`src/rtl/pwm_timer_pkg.sv`:
```
// package: register map, bit positions and mode codes of the pwm timer
// assumes an 8-bit register port with one-cycle read latency
package pwm_timer_pkg;
   // register offsets (word index on the register port)
   localparam logic [4:0] clock_gate_addr    = 5'h00;
   localparam logic [4:0] count_start_addr   = 5'h01;
   localparam logic [4:0] irq_mask_addr      = 5'h02;
   localparam logic [4:0] irq_request_addr   = 5'h03;
   localparam logic [4:0] priority_lo_addr   = 5'h04;
   localparam logic [4:0] priority_hi_addr   = 5'h05;
   localparam logic [4:0] mode_select_addr   = 5'h06;
   localparam logic [4:0] function_ctrl_addr = 5'h07;
   localparam logic [4:0] cutoff_u0_addr     = 5'h08;
   localparam logic [4:0] cutoff_u1_addr     = 5'h09;
   localparam logic [4:0] period_addr        = 5'h0A;
   localparam logic [4:0] change1_addr       = 5'h0C;
   localparam logic [4:0] change2_addr       = 5'h0E;
   localparam logic [4:0] change3_addr       = 5'h10;
   localparam logic [4:0] period_buf_addr    = 5'h12;
   localparam logic [4:0] change1_buf_addr   = 5'h14;
   localparam logic [4:0] change2_buf_addr   = 5'h16;
   localparam logic [4:0] change3_buf_addr   = 5'h18;
   localparam logic [4:0] counter_addr       = 5'h1A;
   localparam logic [4:0] cutoff_in_addr     = 5'h1C;
   localparam logic [4:0] gen_reg_count      = 5'h09;
   // bit positions
   localparam int gate_bit       = 4;
   localparam int continue_bit   = 2;
   localparam int run_bit        = 0;
   localparam int irq_bit        = 1;
   localparam int buf_d_u1_bit   = 7;
   localparam int buf_c_u1_bit   = 6;
   localparam int buf_d_u0_bit   = 5;
   localparam int buf_c_u0_bit   = 4;
   localparam int sync_bit       = 0;
   localparam int counter_pol_bit = 3;
   localparam int normal_pol_bit = 2;
   localparam int mode_hi_bit    = 1;
   localparam int mode_lo_bit    = 0;
   // combination mode codes
   localparam logic [1:0] mode_timer     = 2'h0;
   localparam logic [1:0] mode_reset_pwm = 2'h1;
   // cutoff field codes
   localparam logic [1:0] cutoff_off   = 2'h0;
   localparam logic [1:0] cutoff_hiz   = 2'h1;
   localparam logic [1:0] cutoff_low   = 2'h2;
   localparam logic [1:0] cutoff_high  = 2'h3;
   localparam logic [7:0] zero_byte    = 8'h00;
   localparam logic [15:0] zero_word   = 16'h0000;
   localparam logic [15:0] one_word    = 16'h0001;
endpackage

```
`src/rtl/pwm_cutoff_pin.sv`:
```
// one pwm pin: polarity, cutoff override and output enable
// assumes raw_active is the pin's active-phase request
`timescale 1ns/10ps
module pwm_cutoff_pin
(
   // pin behaviour
   input  wire logic       raw_active,
   input  wire logic       polarity,
   input  wire logic       pwm_mode,
   input  wire logic       cut,
   input  wire logic [1:0] cutoff_sel,
   // pin drive
   output logic            pin_out,
   output logic            pin_oe
);
   wire logic level_pwm;
   wire logic cut_on;

   // polarity 0: high idle, low active; 1: inverse
   assign level_pwm = polarity ? raw_active : ~raw_active;
   // timer mode ignores polarity; reset-pwm and complementary modes use it
   wire logic level;
   assign level  = pwm_mode ? level_pwm : raw_active;
   assign cut_on = cut && (cutoff_sel != pwm_timer_pkg::cutoff_off);
   assign pin_out = cut_on ? (cutoff_sel == pwm_timer_pkg::cutoff_high)
                           : level;
   assign pin_oe  = ~(cut_on && (cutoff_sel == pwm_timer_pkg::cutoff_hiz));
endmodule // pwm_cutoff_pin

```
`src/rtl/pwm_phase_compare.sv`:
```
// compare of one change point against the unit 0 count
// assumes count restarts at zero each period
`timescale 1ns/10ps
module pwm_phase_compare
#(
   parameter int width = 16
)
(
   // count and threshold
   input  wire logic [width-1:0] count,
   input  wire logic [width-1:0] change_point,
   // phase request
   output logic                  active
);
   // inactive for change_point+1 counts, then active
   assign active = count > change_point;
endmodule // pwm_phase_compare

```
`src/rtl/pwm_timer_ctrl.sv`:
```
// two-unit pwm timer control: registers, unit 0 count, six pwm pins
// assumes software keeps field codes legal and counts with sys_clk
// Overview of operation
// - gate bit zero resets timer, blocks writes
// - continue bit selects stop or run after match
// - run flag starts and stops unit 0
// - mask bit one blocks timer interrupt
// - request flag pending, software writes zero clears
// - two priority bits select level zero to three
// - unit 1 buffer selects for general registers
// - unit 0 buffer selects for period, change point
// - sync bit: independent or synchronous counters
// - counter-phase polarity select
// - normal-phase polarity select
// - polarity ignored in timer mode only
// - combination field selects operating mode
// - complementary transfer at underflow or match
// - cutoff codes: off, hiz, low, high
// - two two-bit cutoff fields for unit 0, four for unit 1
// - counter clears on period match
// - normal-phase outputs inactive change point plus one
`timescale 1ns/10ps
module pwm_timer_ctrl
#(
   parameter int width = 16
)
(
   // clock and reset
   input  wire logic             sys_clk,
   input  wire logic             rst,
   // register port
   input  wire logic [4:0]       reg_addr,
   input  wire logic [7:0]       reg_wdata,
   input  wire logic             reg_write,
   input  wire logic             reg_read,
   output logic      [7:0]       reg_rdata,
   // forced cutoff request
   input  wire logic             cutoff_request,
   // pwm pins, order: b0 d0 a1 c1 b1 d1
   output logic      [5:0]       pwm_out,
   output logic      [5:0]       pwm_oe,
   // interrupt towards the cpu
   output logic                  unit0_timer_interrupt,
   output logic      [1:0]       timer_irq_priority
);
   typedef enum logic [1:0] {idle_type_s, run_s, held_s} run_state_type;

   run_state_type     state;
   run_state_type     next_state;
   logic [7:0]        peripheral_clock_gate;
   logic [7:0]        count_start_control;
   logic [7:0]        interrupt_mask_high;
   logic [7:0]        interrupt_request_high;
   logic [7:0]        priority_low_bit_reg;
   logic [7:0]        priority_high_bit_reg;
   logic [7:0]        timer_mode_select;
   logic [7:0]        function_control;
   logic [7:0]        cutoff_select_unit0;
   logic [7:0]        cutoff_select_unit1;
   logic [width-1:0]  gen_reg [0:8];
   logic [width-1:0]  unit1_counter;
   logic              unit1_underflow_q;
   logic [7:0]        next_rdata;

   wire logic         gate_on;
   wire logic         wr;
   wire logic         count_run;
   wire logic         period_match;
   wire logic         pwm_mode;
   wire logic         comp_mode;
   wire logic         transfer;
   wire logic         irq_set;
   wire logic         req_clear;
   wire logic         cutoff_wr_ok;
   wire logic [1:0]   mode_field;
   wire logic [5:0]   raw;
   wire logic [5:0]   pol;
   wire logic [11:0]  sel;
   wire logic [4:0]   wide_idx;
   wire logic         wide_hit;
   wire logic [3:0]   idx;

   // word index and half of the 16-bit registers
   function automatic logic [3:0] word_index(input logic [4:0] a);
      logic [4:0] off;
      off = a - pwm_timer_pkg::period_addr;
      return off[4:1];
   endfunction

   function automatic logic [7:0] half(input logic [width-1:0] v,
                                       input logic hi);
      return hi ? v[15:8] : v[7:0];
   endfunction

   assign gate_on    = peripheral_clock_gate[pwm_timer_pkg::gate_bit];
   assign wr         = reg_write && gate_on;
   assign count_run  = (state == run_s);
   assign mode_field = function_control[pwm_timer_pkg::mode_hi_bit:
                                        pwm_timer_pkg::mode_lo_bit];
   assign pwm_mode   = (mode_field == pwm_timer_pkg::mode_reset_pwm)
                       || mode_field[pwm_timer_pkg::mode_hi_bit];
   assign comp_mode  = mode_field[pwm_timer_pkg::mode_hi_bit];
   assign period_match = count_run && (gen_reg[0] == gen_reg[8]);
   // complementary transfer: underflow of unit 1 or period match
   assign transfer   = comp_mode ?
                       (mode_field[pwm_timer_pkg::mode_lo_bit] ?
                        period_match : unit1_underflow_q)
                       : period_match;
   assign irq_set    = period_match;
   assign req_clear  = wr && (reg_addr == pwm_timer_pkg::irq_request_addr)
                       && !reg_wdata[pwm_timer_pkg::irq_bit];
   assign cutoff_wr_ok = wr && !count_run;
   assign wide_idx   = reg_addr - pwm_timer_pkg::period_addr;
   assign wide_hit   = (reg_addr >= pwm_timer_pkg::period_addr)
                       && (reg_addr < pwm_timer_pkg::counter_addr);
   assign idx        = word_index(reg_addr);

   // state of the unit 0 count
   always_comb
   begin
      next_state = state;
      unique case (state)
         idle_type_s:
            if (count_start_control[pwm_timer_pkg::run_bit])
               next_state = run_s;
         run_s:
            if (!count_start_control[pwm_timer_pkg::run_bit])
               next_state = idle_type_s;
            else if (period_match &&
                     !count_start_control[pwm_timer_pkg::continue_bit])
               next_state = held_s;
         held_s:
            if (!count_start_control[pwm_timer_pkg::run_bit])
               next_state = idle_type_s;
         default:
            next_state = idle_type_s;
      endcase
   end

   always_ff @(posedge sys_clk)
   begin
      if (rst)
         peripheral_clock_gate <= pwm_timer_pkg::zero_byte;
      else if (reg_write && reg_addr == pwm_timer_pkg::clock_gate_addr)
         peripheral_clock_gate <= reg_wdata;
   end

   // all timer state held in reset while the gate is off
   always_ff @(posedge sys_clk)
   begin
      if (rst || !gate_on)
      begin
         state                  <= idle_type_s;
         count_start_control    <= pwm_timer_pkg::zero_byte;
         timer_mode_select      <= pwm_timer_pkg::zero_byte;
         function_control       <= pwm_timer_pkg::zero_byte;
         cutoff_select_unit0    <= pwm_timer_pkg::zero_byte;
         cutoff_select_unit1    <= pwm_timer_pkg::zero_byte;
         interrupt_mask_high    <= 8'hFF;
         priority_low_bit_reg   <= 8'hFF;
         priority_high_bit_reg  <= 8'hFF;
      end
      else
      begin
         state <= next_state;
         if (wr && reg_addr == pwm_timer_pkg::count_start_addr)
            count_start_control <= reg_wdata;
         else if (next_state == held_s)
            count_start_control[pwm_timer_pkg::run_bit] <= 1'b0;
         if (wr && reg_addr == pwm_timer_pkg::mode_select_addr)
            timer_mode_select <= reg_wdata;
         if (wr && reg_addr == pwm_timer_pkg::function_ctrl_addr)
            function_control <= reg_wdata;
         if (cutoff_wr_ok && reg_addr == pwm_timer_pkg::cutoff_u0_addr)
            cutoff_select_unit0 <= reg_wdata;
         if (cutoff_wr_ok && reg_addr == pwm_timer_pkg::cutoff_u1_addr)
            cutoff_select_unit1 <= reg_wdata;
         if (wr && reg_addr == pwm_timer_pkg::irq_mask_addr)
            interrupt_mask_high <= reg_wdata;
         if (wr && reg_addr == pwm_timer_pkg::priority_lo_addr)
            priority_low_bit_reg <= reg_wdata;
         if (wr && reg_addr == pwm_timer_pkg::priority_hi_addr)
            priority_high_bit_reg <= reg_wdata;
      end
   end

   // request flag: a new match wins over a clear
   always_ff @(posedge sys_clk)
   begin
      if (rst || !gate_on)
         interrupt_request_high <= pwm_timer_pkg::zero_byte;
      else if (irq_set)
         interrupt_request_high[pwm_timer_pkg::irq_bit] <= 1'b1;
      else if (req_clear)
         interrupt_request_high[pwm_timer_pkg::irq_bit] <= 1'b0;
   end

   // general registers, buffers and unit 0 count (index 8)
   always_ff @(posedge sys_clk)
   begin
      if (rst || !gate_on)
      begin
         for (int i = 0; i < 9; i++)
            gen_reg[i] <= pwm_timer_pkg::zero_word;
      end
      else
      begin
         if (wr && wide_hit)
         begin
            if (wide_idx[0])
               gen_reg[idx][15:8] <= reg_wdata;
            else
               gen_reg[idx][7:0] <= reg_wdata;
         end
         if (period_match)
            gen_reg[8] <= pwm_timer_pkg::zero_word;
         else if (count_run)
            gen_reg[8] <= gen_reg[8] + pwm_timer_pkg::one_word;
         if (transfer)
         begin
            if (timer_mode_select[pwm_timer_pkg::buf_c_u0_bit])
               gen_reg[0] <= gen_reg[4];
            if (timer_mode_select[pwm_timer_pkg::buf_d_u0_bit])
               gen_reg[1] <= gen_reg[5];
            if (timer_mode_select[pwm_timer_pkg::buf_c_u1_bit])
               gen_reg[2] <= gen_reg[6];
            if (timer_mode_select[pwm_timer_pkg::buf_d_u1_bit])
               gen_reg[3] <= gen_reg[7];
         end
      end
   end

   // unit 1 counts down only in complementary mode
   always_ff @(posedge sys_clk)
   begin
      if (rst || !gate_on)
      begin
         unit1_counter     <= pwm_timer_pkg::zero_word;
         unit1_underflow_q <= 1'b0;
      end
      else
      begin
         unit1_underflow_q <= 1'b0;
         if (count_run && comp_mode)
         begin
            if (unit1_counter == pwm_timer_pkg::zero_word)
            begin
               unit1_counter     <= gen_reg[0];
               unit1_underflow_q <= 1'b1;
            end
            else
               unit1_counter <= unit1_counter - pwm_timer_pkg::one_word;
         end
         else if (timer_mode_select[pwm_timer_pkg::sync_bit])
            unit1_counter <= gen_reg[8];
      end
   end

   // register read mux
   always_comb
   begin
      next_rdata = pwm_timer_pkg::zero_byte;
      if (reg_addr == pwm_timer_pkg::clock_gate_addr)
         next_rdata = peripheral_clock_gate;
      else if (!gate_on)
         next_rdata = pwm_timer_pkg::zero_byte;
      else if (wide_hit)
         next_rdata = half(gen_reg[idx], wide_idx[0]);
      else if (reg_addr == pwm_timer_pkg::counter_addr)
         next_rdata = gen_reg[8][7:0];
      else if (reg_addr == pwm_timer_pkg::counter_addr + 5'h01)
         next_rdata = gen_reg[8][15:8];
      else
         unique case (reg_addr)
            pwm_timer_pkg::count_start_addr:
               next_rdata = count_start_control;
            pwm_timer_pkg::irq_mask_addr:
               next_rdata = interrupt_mask_high;
            pwm_timer_pkg::irq_request_addr:
               next_rdata = interrupt_request_high;
            pwm_timer_pkg::priority_lo_addr:
               next_rdata = priority_low_bit_reg;
            pwm_timer_pkg::priority_hi_addr:
               next_rdata = priority_high_bit_reg;
            pwm_timer_pkg::mode_select_addr:
               next_rdata = timer_mode_select;
            pwm_timer_pkg::function_ctrl_addr:
               next_rdata = function_control;
            pwm_timer_pkg::cutoff_u0_addr:
               next_rdata = cutoff_select_unit0;
            pwm_timer_pkg::cutoff_u1_addr:
               next_rdata = cutoff_select_unit1;
            default:
               next_rdata = pwm_timer_pkg::zero_byte;
         endcase
   end

   always_ff @(posedge sys_clk)
   begin
      if (rst)
         reg_rdata <= pwm_timer_pkg::zero_byte;
      else if (reg_read)
         reg_rdata <= next_rdata;
      else
         reg_rdata <= pwm_timer_pkg::zero_byte;
   end

   assign unit0_timer_interrupt =
      interrupt_request_high[pwm_timer_pkg::irq_bit]
      && !interrupt_mask_high[pwm_timer_pkg::irq_bit];
   assign timer_irq_priority =
      {priority_high_bit_reg[pwm_timer_pkg::irq_bit],
       priority_low_bit_reg[pwm_timer_pkg::irq_bit]};

   // cutoff fields: b0, d0 from unit 0; a1, c1, b1, d1 from unit 1
   assign sel = {cutoff_select_unit0[5:4], cutoff_select_unit0[1:0],
                 cutoff_select_unit1[7:6], cutoff_select_unit1[3:2],
                 cutoff_select_unit1[5:4], cutoff_select_unit1[1:0]};
   assign pol = {function_control[pwm_timer_pkg::normal_pol_bit],
                 function_control[pwm_timer_pkg::counter_pol_bit],
                 function_control[pwm_timer_pkg::normal_pol_bit],
                 function_control[pwm_timer_pkg::counter_pol_bit],
                 function_control[pwm_timer_pkg::normal_pol_bit],
                 function_control[pwm_timer_pkg::counter_pol_bit]};

   pwm_phase_compare #(.width(width)) u_cmp1
   (
      .count        (gen_reg[8]),
      .change_point (gen_reg[1]),
      .active       (raw[5])
   );
   pwm_phase_compare #(.width(width)) u_cmp2
   (
      .count        (gen_reg[8]),
      .change_point (gen_reg[2]),
      .active       (raw[3])
   );
   pwm_phase_compare #(.width(width)) u_cmp3
   (
      .count        (gen_reg[8]),
      .change_point (gen_reg[3]),
      .active       (raw[1])
   );
   // counter phase is the inverse of its normal phase
   assign raw[4] = ~raw[5];
   assign raw[2] = ~raw[3];
   assign raw[0] = ~raw[1];

   for (genvar p = 0; p < 6; p++)
   begin : g_pin
      pwm_cutoff_pin u_pin
      (
         .raw_active (raw[p] && count_run),
         .polarity   (pol[p]),
         .pwm_mode   (pwm_mode),
         .cut        (cutoff_request),
         .cutoff_sel (sel[2*p+1:2*p]),
         .pin_out    (pwm_out[p]),
         .pin_oe     (pwm_oe[p])
      );
   end
endmodule // pwm_timer_ctrl

```
`config.mk`:
```
export PLATFORM = sky130hd
export DESIGN_NAME = pwm_timer_ctrl
export DESIGN_NICKNAME = d
export VERILOG_FILES = /design/src/rtl/pwm_timer_pkg.sv /design/src/rtl/pwm_cutoff_pin.sv /design/src/rtl/pwm_phase_compare.sv /design/src/rtl/pwm_timer_ctrl.sv
export SDC_FILE = /design/constraint.sdc
export NUM_CORES = 1
export LEC_CHECK = 0
export ABC_CLOCK_PERIOD_IN_PS = 3100
export BUFFER_PORTS_ARGS = -buffer_cell sky130_fd_sc_hd__buf_2
export CORE_UTILIZATION = 55
export DETAILED_ROUTE_END_ITERATION = 7
export HOLD_SLACK_MARGIN = 0.06
export PLACE_DENSITY = 0.74
export SYNTH_ARGS = -nofsm -noshare
export SYNTH_HDL_FRONTEND = slang
export SYNTH_SLANG_ARGS = --single-unit
```
`constraint.sdc`:
```
create_clock -name sys_clk -period 3.1 [get_ports sys_clk]
set_input_delay 0.155 -clock sys_clk [delete_from_list [all_inputs] [get_ports sys_clk]]
set_output_delay 0.155 -clock sys_clk [all_outputs]
set_load 0.01 [all_outputs]
```
Yosys cells after proc, flatten, opt, wreduce, memory -nomap -nowiden:

Memory sizes are Yosys's and may differ from the RTL's.
Index checks and enable logic that the tools add are counted.

* reductions and logical operators: 59
* equal/unequal tests: 36
* bitwise logic cells: 73
* multiply operators: 0
* multiplexer cells: 84
* div/mod/pow operators: 0
* shift operators: 0
* magnitude comparators: 5
* add/subtract/negate cells: 3

Operators by type and width (count)
* 16-bit two-way mux: 10
* 8-bit case mux with 9 select lines: 1
* 8-bit two-way mux: 8
* 1-bit two-way mux: 58
* 16-bit greater-than comparator: 3
* 1-bit logical AND: 37
* 1-bit inverter: 33
* 4-bit equality test, second input constant: 8
* 1-bit bitwise AND: 30
* 5-bit by 3-bit equality test with 1-bit output, second input constant: 4
* 2-bit nonzero test: 9
* 16-bit by 1-bit adder with 16-bit output, second input constant: 1
* 16-bit equality test: 1
* 2-bit by 1-bit equality test with 1-bit output, second input constant: 8
* 2-bit equality test, second input constant: 8
* 16-bit logical NOT: 1
* 16-bit OR reduction: 1
* 16-bit by 1-bit subtractor with 16-bit output, second input constant: 1
* 5-bit by 2-bit equality test with 1-bit output, second input constant: 2
* 5-bit by 4-bit equality test with 1-bit output, second input constant: 2
* 5-bit equality test, second input constant: 2
* 2-bit two-way mux: 5
* 1-bit bitwise OR: 8
* 2-bit case mux with 3 select lines: 1
* other kinds (11): 18

* memory bits (writable): 144
* memories: 1
* output and inout bits: 23
* bits of input ports: 18
* bits in read-only memories: 0
* register bits after elaboration: 100
* word-level logic and storage cells: 276
* latch bits: 0

Memories
* gen_reg: depth 9, bits a word 16, read ports 10, clocked after memory_dff 0, wr ports 9, line pwm_timer_ctrl.sv:60 `logic [width-1:0] gen_reg [0:8];`

Logic depth before layout (Yosys ltp):

An unclocked memory read counts as a cell.

* depth in word-level cells: 17
* gate-level depth with buffers: 12
* gate-level depth less buffers: 8

Hierarchy:

A second synthesis with hierarchy kept.

* cells, all modules: 1702
* area total of the unflattened synthesis: 19369.8 um2

By module, submodules not included
* pwm_timer_ctrl: cells each 1498, sequential area each 9689.3 um2, times used 1, area each 17864.6 um2
* pwm_phase_compare: cells each 56, sequential area each 0.0 um2, times used 3, area each 406.6 um2
* pwm_cutoff_pin: cells each 6, sequential area each 0.0 um2, times used 6, area each 47.5 um2

Worst setup path before layout:

No wires, ideal clock.

* kind: input to register
* start point: in reg_addr[1]
* end point: mem gen_reg[12][0] (enable)
* setup slack: 156 ps
* required time: 2768 ps
* stages on the path: 10
* library setup time: 332 ps
* data arrival time: 2612 ps
* path buffers: 4
* cell sequence: buf_2 -> buf_4 -> inv_1 -> ha_1 -> buf_2 -> nor2b_2 -> o32ai_2 -> buf_4 -> nor3_1 -> and2_1

RTL lines
* from (decl): line pwm_timer_ctrl.sv:32 `input wire logic [4:0] reg_addr,`
* to (decl): line pwm_timer_ctrl.sv:60

==> metrics.json <==
{
  "die_h": {"value": 187, "unit": "um"},
  "die_area": {"value": 35000, "unit": "sq um"},
  "pin_count_of_the_biggest_net_entering_global_routing": {"value": 52},
  "synth_flop_cell": {"value": "sky130_fd_sc_hd__edfxtp_1"},
  "start_util": {"value": 56.0, "unit": "%"},
  "async_reset_ff_share": {"value": 0, "unit": "%"},
  "critical_path.startpoint_type": {"value": "register"},
  "dr.pass1.iters": {"value": 6},
  "synth_area": {"value": 18800, "unit": "sq um"},
  "timing.hold.worst.class": {"value": "input port to register"},
  "crit_fanout": {"value": 4},
  "ant_nets": {"value": 0},
  "yosysSeqAreaShare": {"value": 51.4, "unit": "%"},
  "final.period_utilization": {"value": 101, "unit": "%"},
  "post-synth-top-area-cell": {"value": "sky130_fd_sc_hd__edfxtp_1"},
  "timing.slew.headroom": {"value": 36.6, "unit": "%"},
  "ys_ff_latch": {"value": 356},
  "timing.rr.start": {"value": "gen_reg[8][12]"},
  "worst_r2r_path_depth": {"value": 8},
  "cts_max_path_buffers": {"value": 3},
  "worst-slew-pin-transition": {"value": 0.951, "unit": "ns"},
  "root_buffer": {"value": "sky130_fd_sc_hd__clkbuf_16"},
  "cts-buffers-inserted": {"value": 38},
  "antenna_cells_inserted": {"value": 0},
  "count_of_cell_types_in_the_netlist": {"value": 84},
  "h-tree-depth": {"value": 2},
  "n_fill_cell": {"value": 2588},
  "final.setup.worst_slack": {"value": -0.0186, "unit": "ns"},
  "rows": {"value": 67},
  "synth-edff-count": {"value": 256},
  "detailedRoute.firstIterationViolations": {"value": 2301},
  "violations_in_the_final_reports": {"value": "setup timing"},
  "synth_top_area_share": {"value": 40.8, "unit": "%"},
  "post_synth.cell_area_avg": {"value": 11.2, "unit": "sq um"},
  "min_clock_period_post_route": {"value": 3.12, "unit": "ns"},
  "antenna_found_initial": {"value": 1},
  "min_to": {"value": "gen_reg[12][6]"},
  "setup-violations-final": {"value": 1},
  "grt_overflow_total": {"value": 0},
  "finalHoldViolations": {"value": 0},
  "largest_register_ff_count": {"value": 256},
  "setup.worst_path.class": {"value": "register to output pin"},
  "layout-area-overhead-vs-synth": {"value": 14.5, "unit": "%"},
  "rsz0062_at_grt": {"value": "true"},
  "final_layout_size_suffix_gt1_share": {"value": 19.8, "unit": "%"},
  "regToRegEndpoint": {"value": "gen_reg[2][10]"},
  "core-area": {"value": 33600, "unit": "sq um"},
  "fin_setup_tns": {"value": -0.0186, "unit": "ns"},
  "hold_depth": {"value": 1},
  "route.detailed.wl_per_inst": {"value": 29.2, "unit": "um"},
  "wire_length_of_the_first_global_routing_pass": {"value": 95900, "unit": "um"},
  "total_leakage_power": {"value": 8.28, "unit": "nW"},
  "skew": {"value": 0.0235, "unit": "ns"},
  "number_of_buffers_added_on_ports": {"value": 40},
  "global_route.usage.total": {"value": 37.7, "unit": "%"},
  "launch_point_of_the_worst_hold_path": {"value": "reg_wdata[6]"},
  "fin_util": {"value": 64.1, "unit": "%"},
  "run_status": {"value": "finished, violations left"},
  "clk_pin_slew": {"value": 0.06, "unit": "ns"},
  "ff2ff_setup_slack": {"value": 0.11, "unit": "ns"},
  "vdd.ir_drop.worst": {"value": 494, "unit": "uV"},
  "cts_num_sinks": {"value": 356},
  "max_freq": {"value": 321, "unit": "MHz"},
  "crit_required": {"value": 2.94, "unit": "ns"},
  "avgViaCountPerCell": {"value": 6.75},
  "end_kind": {"value": "output pin"},
  "first_global_vias": {"value": 14300},
  "dpl.hpwl": {"value": 47600, "unit": "um"},
  "pwr_density_cell": {"value": 487, "unit": "nW/um^2"},
  "num_vias": {"value": 15200},
  "drt_drc_violations_left": {"value": 0},
  "routability_congestion_estimate_from_global_placement": {"value": 1.03},
  "chipWidth": {"value": 187, "unit": "um"},
  "max_cap_violations": {"value": 0},
  "synth_warnings": {"value": 0},
  "i_o_pin_cnt": {"value": 41},
  "dpl.cell_count": {"value": 2143},
  "tritoncts": {"value": "built"},
  "final-max-slew-violation-count": {"value": 0},
  "post_layout_nonfiller_instances": {"value": 2252},
  "crit_path_start": {"value": "gen_reg[2][7]"},
  "timing.critical_path.arrival": {"value": 2.96, "unit": "ns"},
  "routed_wirelength": {"value": 65800, "unit": "um"},
  "synth_area_leaders": {"value": "sky130_fd_sc_hd__edfxtp_1 41%, sky130_fd_sc_hd__dfxtp_1 11%, sky130_fd_sc_hd__mux4_2 7.7%"},
  "syn-instance-count": {"value": 1687},
  "num-nets-final": {"value": 1849},
  "insertion_delay": {"value": 0.57, "unit": "ns"}
}
## kinds of logic (layout without fill, tap and decap cells)
| group | after synthesis | count (layout) | synth area share (%) |
|---|---|---|---|
| AND/OR/NAND/NOR | 569 | 569 | 15.3 |
| buffers and inverters | 208 | 310 | 4.88 |
| flip-flops | 356 | 356 | 51.4 |
| adder cells (fa/ha/maj) | 55 | 55 | 3.65 |
| multiplexers | 104 | 104 | 9.83 |
| AO/OA/AOI/OAI | 352 | 352 | 12.9 |
| XOR/XNOR | 42 | 42 | 1.99 |
| other | 1 | 16 | 0.0199 |
## report_power, final
group          switching, mW  internal, mW  leakage (nW)
clock network           1.96          2.69         0.612
logic                  0.504         0.247          4.07
registers             0.0160          5.09          3.60
## through the flow
stage	hold WS [ns]	area [sq um]	worst slack (ns)	total power [mW]
6_report	0.0824	21600	-0.0186	10.5
5_1_grt	0.0813	21600	-0.0348	10.7
2_1_floorplan	0.254	18900	0.156	5.59
3_3_place_gp	0.444	19700	0.0976	5.91
3_5_place_dp	0.449	19700	0.0762	5.91
4_1_cts	0.0721	21300	-0.0000753	10.5
## how the worst max path moves through the flow
stage	end	slack, ns	cells past startpoint
finish	pwm_out[2]	-0.02	9
global placement	pwm_out[1]	0.1	8
floorplan	gen_reg[12][0]	0.16	10
CTS	pwm_out[1]	-0.00008	8
global route	pwm_out[2]	-0.03	9
detailed placement	pwm_out[0]	0.08	8
## placed cells by master, fill, tap and decap left out, drive strengths merged, types with 17 or more instances in the layout
cell | Yosys | final
nand2 | 207 | 207
a22oi | 21 | 21
xnor2 | 17 | 17
mux2i | 32 | 32
and3 | 72 | 72
ha | 55 | 55
buf | 61 | 169
a22o | 41 | 41
o31ai | 27 | 27
clkbuf | 79 | 47
nor3 | 23 | 23
inv | 67 | 71
dfxtp | 100 | 100
a211oi | 25 | 25
xor2 | 25 | 25
nor4 | 19 | 19
a21oi | 74 | 74
o211ai | 23 | 23
nor2 | 71 | 71
edfxtp | 256 | 256
nand3 | 73 | 73
nand4 | 29 | 29
mux4 | 64 | 64
o21ai | 74 | 74
## cells in the mapped netlist (6+ instances only)
| master | number |
|---|---|
| sky130_fd_sc_hd__edfxtp_1 | 256 |
| sky130_fd_sc_hd__nand2_1 | 207 |
| sky130_fd_sc_hd__dfxtp_1 | 100 |
| sky130_fd_sc_hd__clkbuf_1 | 78 |
| sky130_fd_sc_hd__a21oi_1 | 74 |
| sky130_fd_sc_hd__nand3_1 | 73 |
| sky130_fd_sc_hd__and3_1 | 72 |
| sky130_fd_sc_hd__inv_1 | 67 |
| sky130_fd_sc_hd__mux4_2 | 64 |
| sky130_fd_sc_hd__nor2_1 | 63 |
| sky130_fd_sc_hd__ha_1 | 55 |
| sky130_fd_sc_hd__o21ai_0 | 51 |
| sky130_fd_sc_hd__a22o_1 | 41 |
| sky130_fd_sc_hd__buf_2 | 35 |
| sky130_fd_sc_hd__mux2i_1 | 32 |
| sky130_fd_sc_hd__nand4_1 | 28 |
| sky130_fd_sc_hd__o31ai_1 | 25 |
| sky130_fd_sc_hd__xor2_1 | 25 |
| sky130_fd_sc_hd__a211oi_1 | 23 |
| sky130_fd_sc_hd__o211ai_1 | 23 |
| sky130_fd_sc_hd__o21ai_1 | 22 |
| sky130_fd_sc_hd__a22oi_1 | 21 |
| sky130_fd_sc_hd__buf_4 | 21 |
| sky130_fd_sc_hd__nor3_1 | 18 |
| sky130_fd_sc_hd__nor4_1 | 18 |
| sky130_fd_sc_hd__xnor2_1 | 16 |
| sky130_fd_sc_hd__and2_1 | 15 |
| sky130_fd_sc_hd__nor2b_1 | 15 |
| sky130_fd_sc_hd__nand2b_1 | 11 |
| sky130_fd_sc_hd__a21o_1 | 8 |
| sky130_fd_sc_hd__a221o_1 | 8 |
| sky130_fd_sc_hd__mux2_2 | 8 |
| sky130_fd_sc_hd__nor2_2 | 8 |
| sky130_fd_sc_hd__a31oi_1 | 7 |
| sky130_fd_sc_hd__nand3b_1 | 7 |
| sky130_fd_sc_hd__o221ai_1 | 7 |
| sky130_fd_sc_hd__a221oi_1 | 6 |
| sky130_fd_sc_hd__or3_1 | 6 |
## layout make-up
type | count | area (sq um) | share of cell area [%]
inverters | 68 | 255 | 1.18
repair buffers | 174 | 1290 | 5.98
multi-input cells | 1138 | 8500 | 39.4
well taps | 448 | 561 | 2.60
clock inverters | 21 | 249 | 1.15
clock buffers | 47 | 1020 | 4.71
flip-flops and latches | 356 | 9690 | 44.9
## critical path, stage by stage (launching register included)
cell	delay [ns]
sky130_fd_sc_hd__edfxtp_1	0.47
sky130_fd_sc_hd__inv_2	0.10
sky130_fd_sc_hd__ha_1	0.26
sky130_fd_sc_hd__a21oi_2	0.15
sky130_fd_sc_hd__a211oi_2	0.08
sky130_fd_sc_hd__or3_4	0.40
sky130_fd_sc_hd__o31ai_4	0.35
sky130_fd_sc_hd__a21oi_1	0.11
sky130_fd_sc_hd__a311o_1	0.33
sky130_fd_sc_hd__buf_2	0.15
## what timing repair did
| item | in CTS | in global routing |
|---|---|---|
| endpoints found under the setup margin | 6 | 6 |
| buffers inserted | 24 | 15 |
| gates resized for setup | 21 | 25 |
| hold endpoints to repair | 19 | 0 |
| hold buffers | 5 | 0 |
| pin swaps | 14 | 23 |
## per-layer routing
layer / routed length [um] / global-route usage (%)
met5: 13 / 0
met4: 2940 / 15.5
met2: 28800 / 56.0
met1: 26300 / 54.2
met3: 7700 / 7.43
No activity file was read; power rests on OpenSTA's default activity.
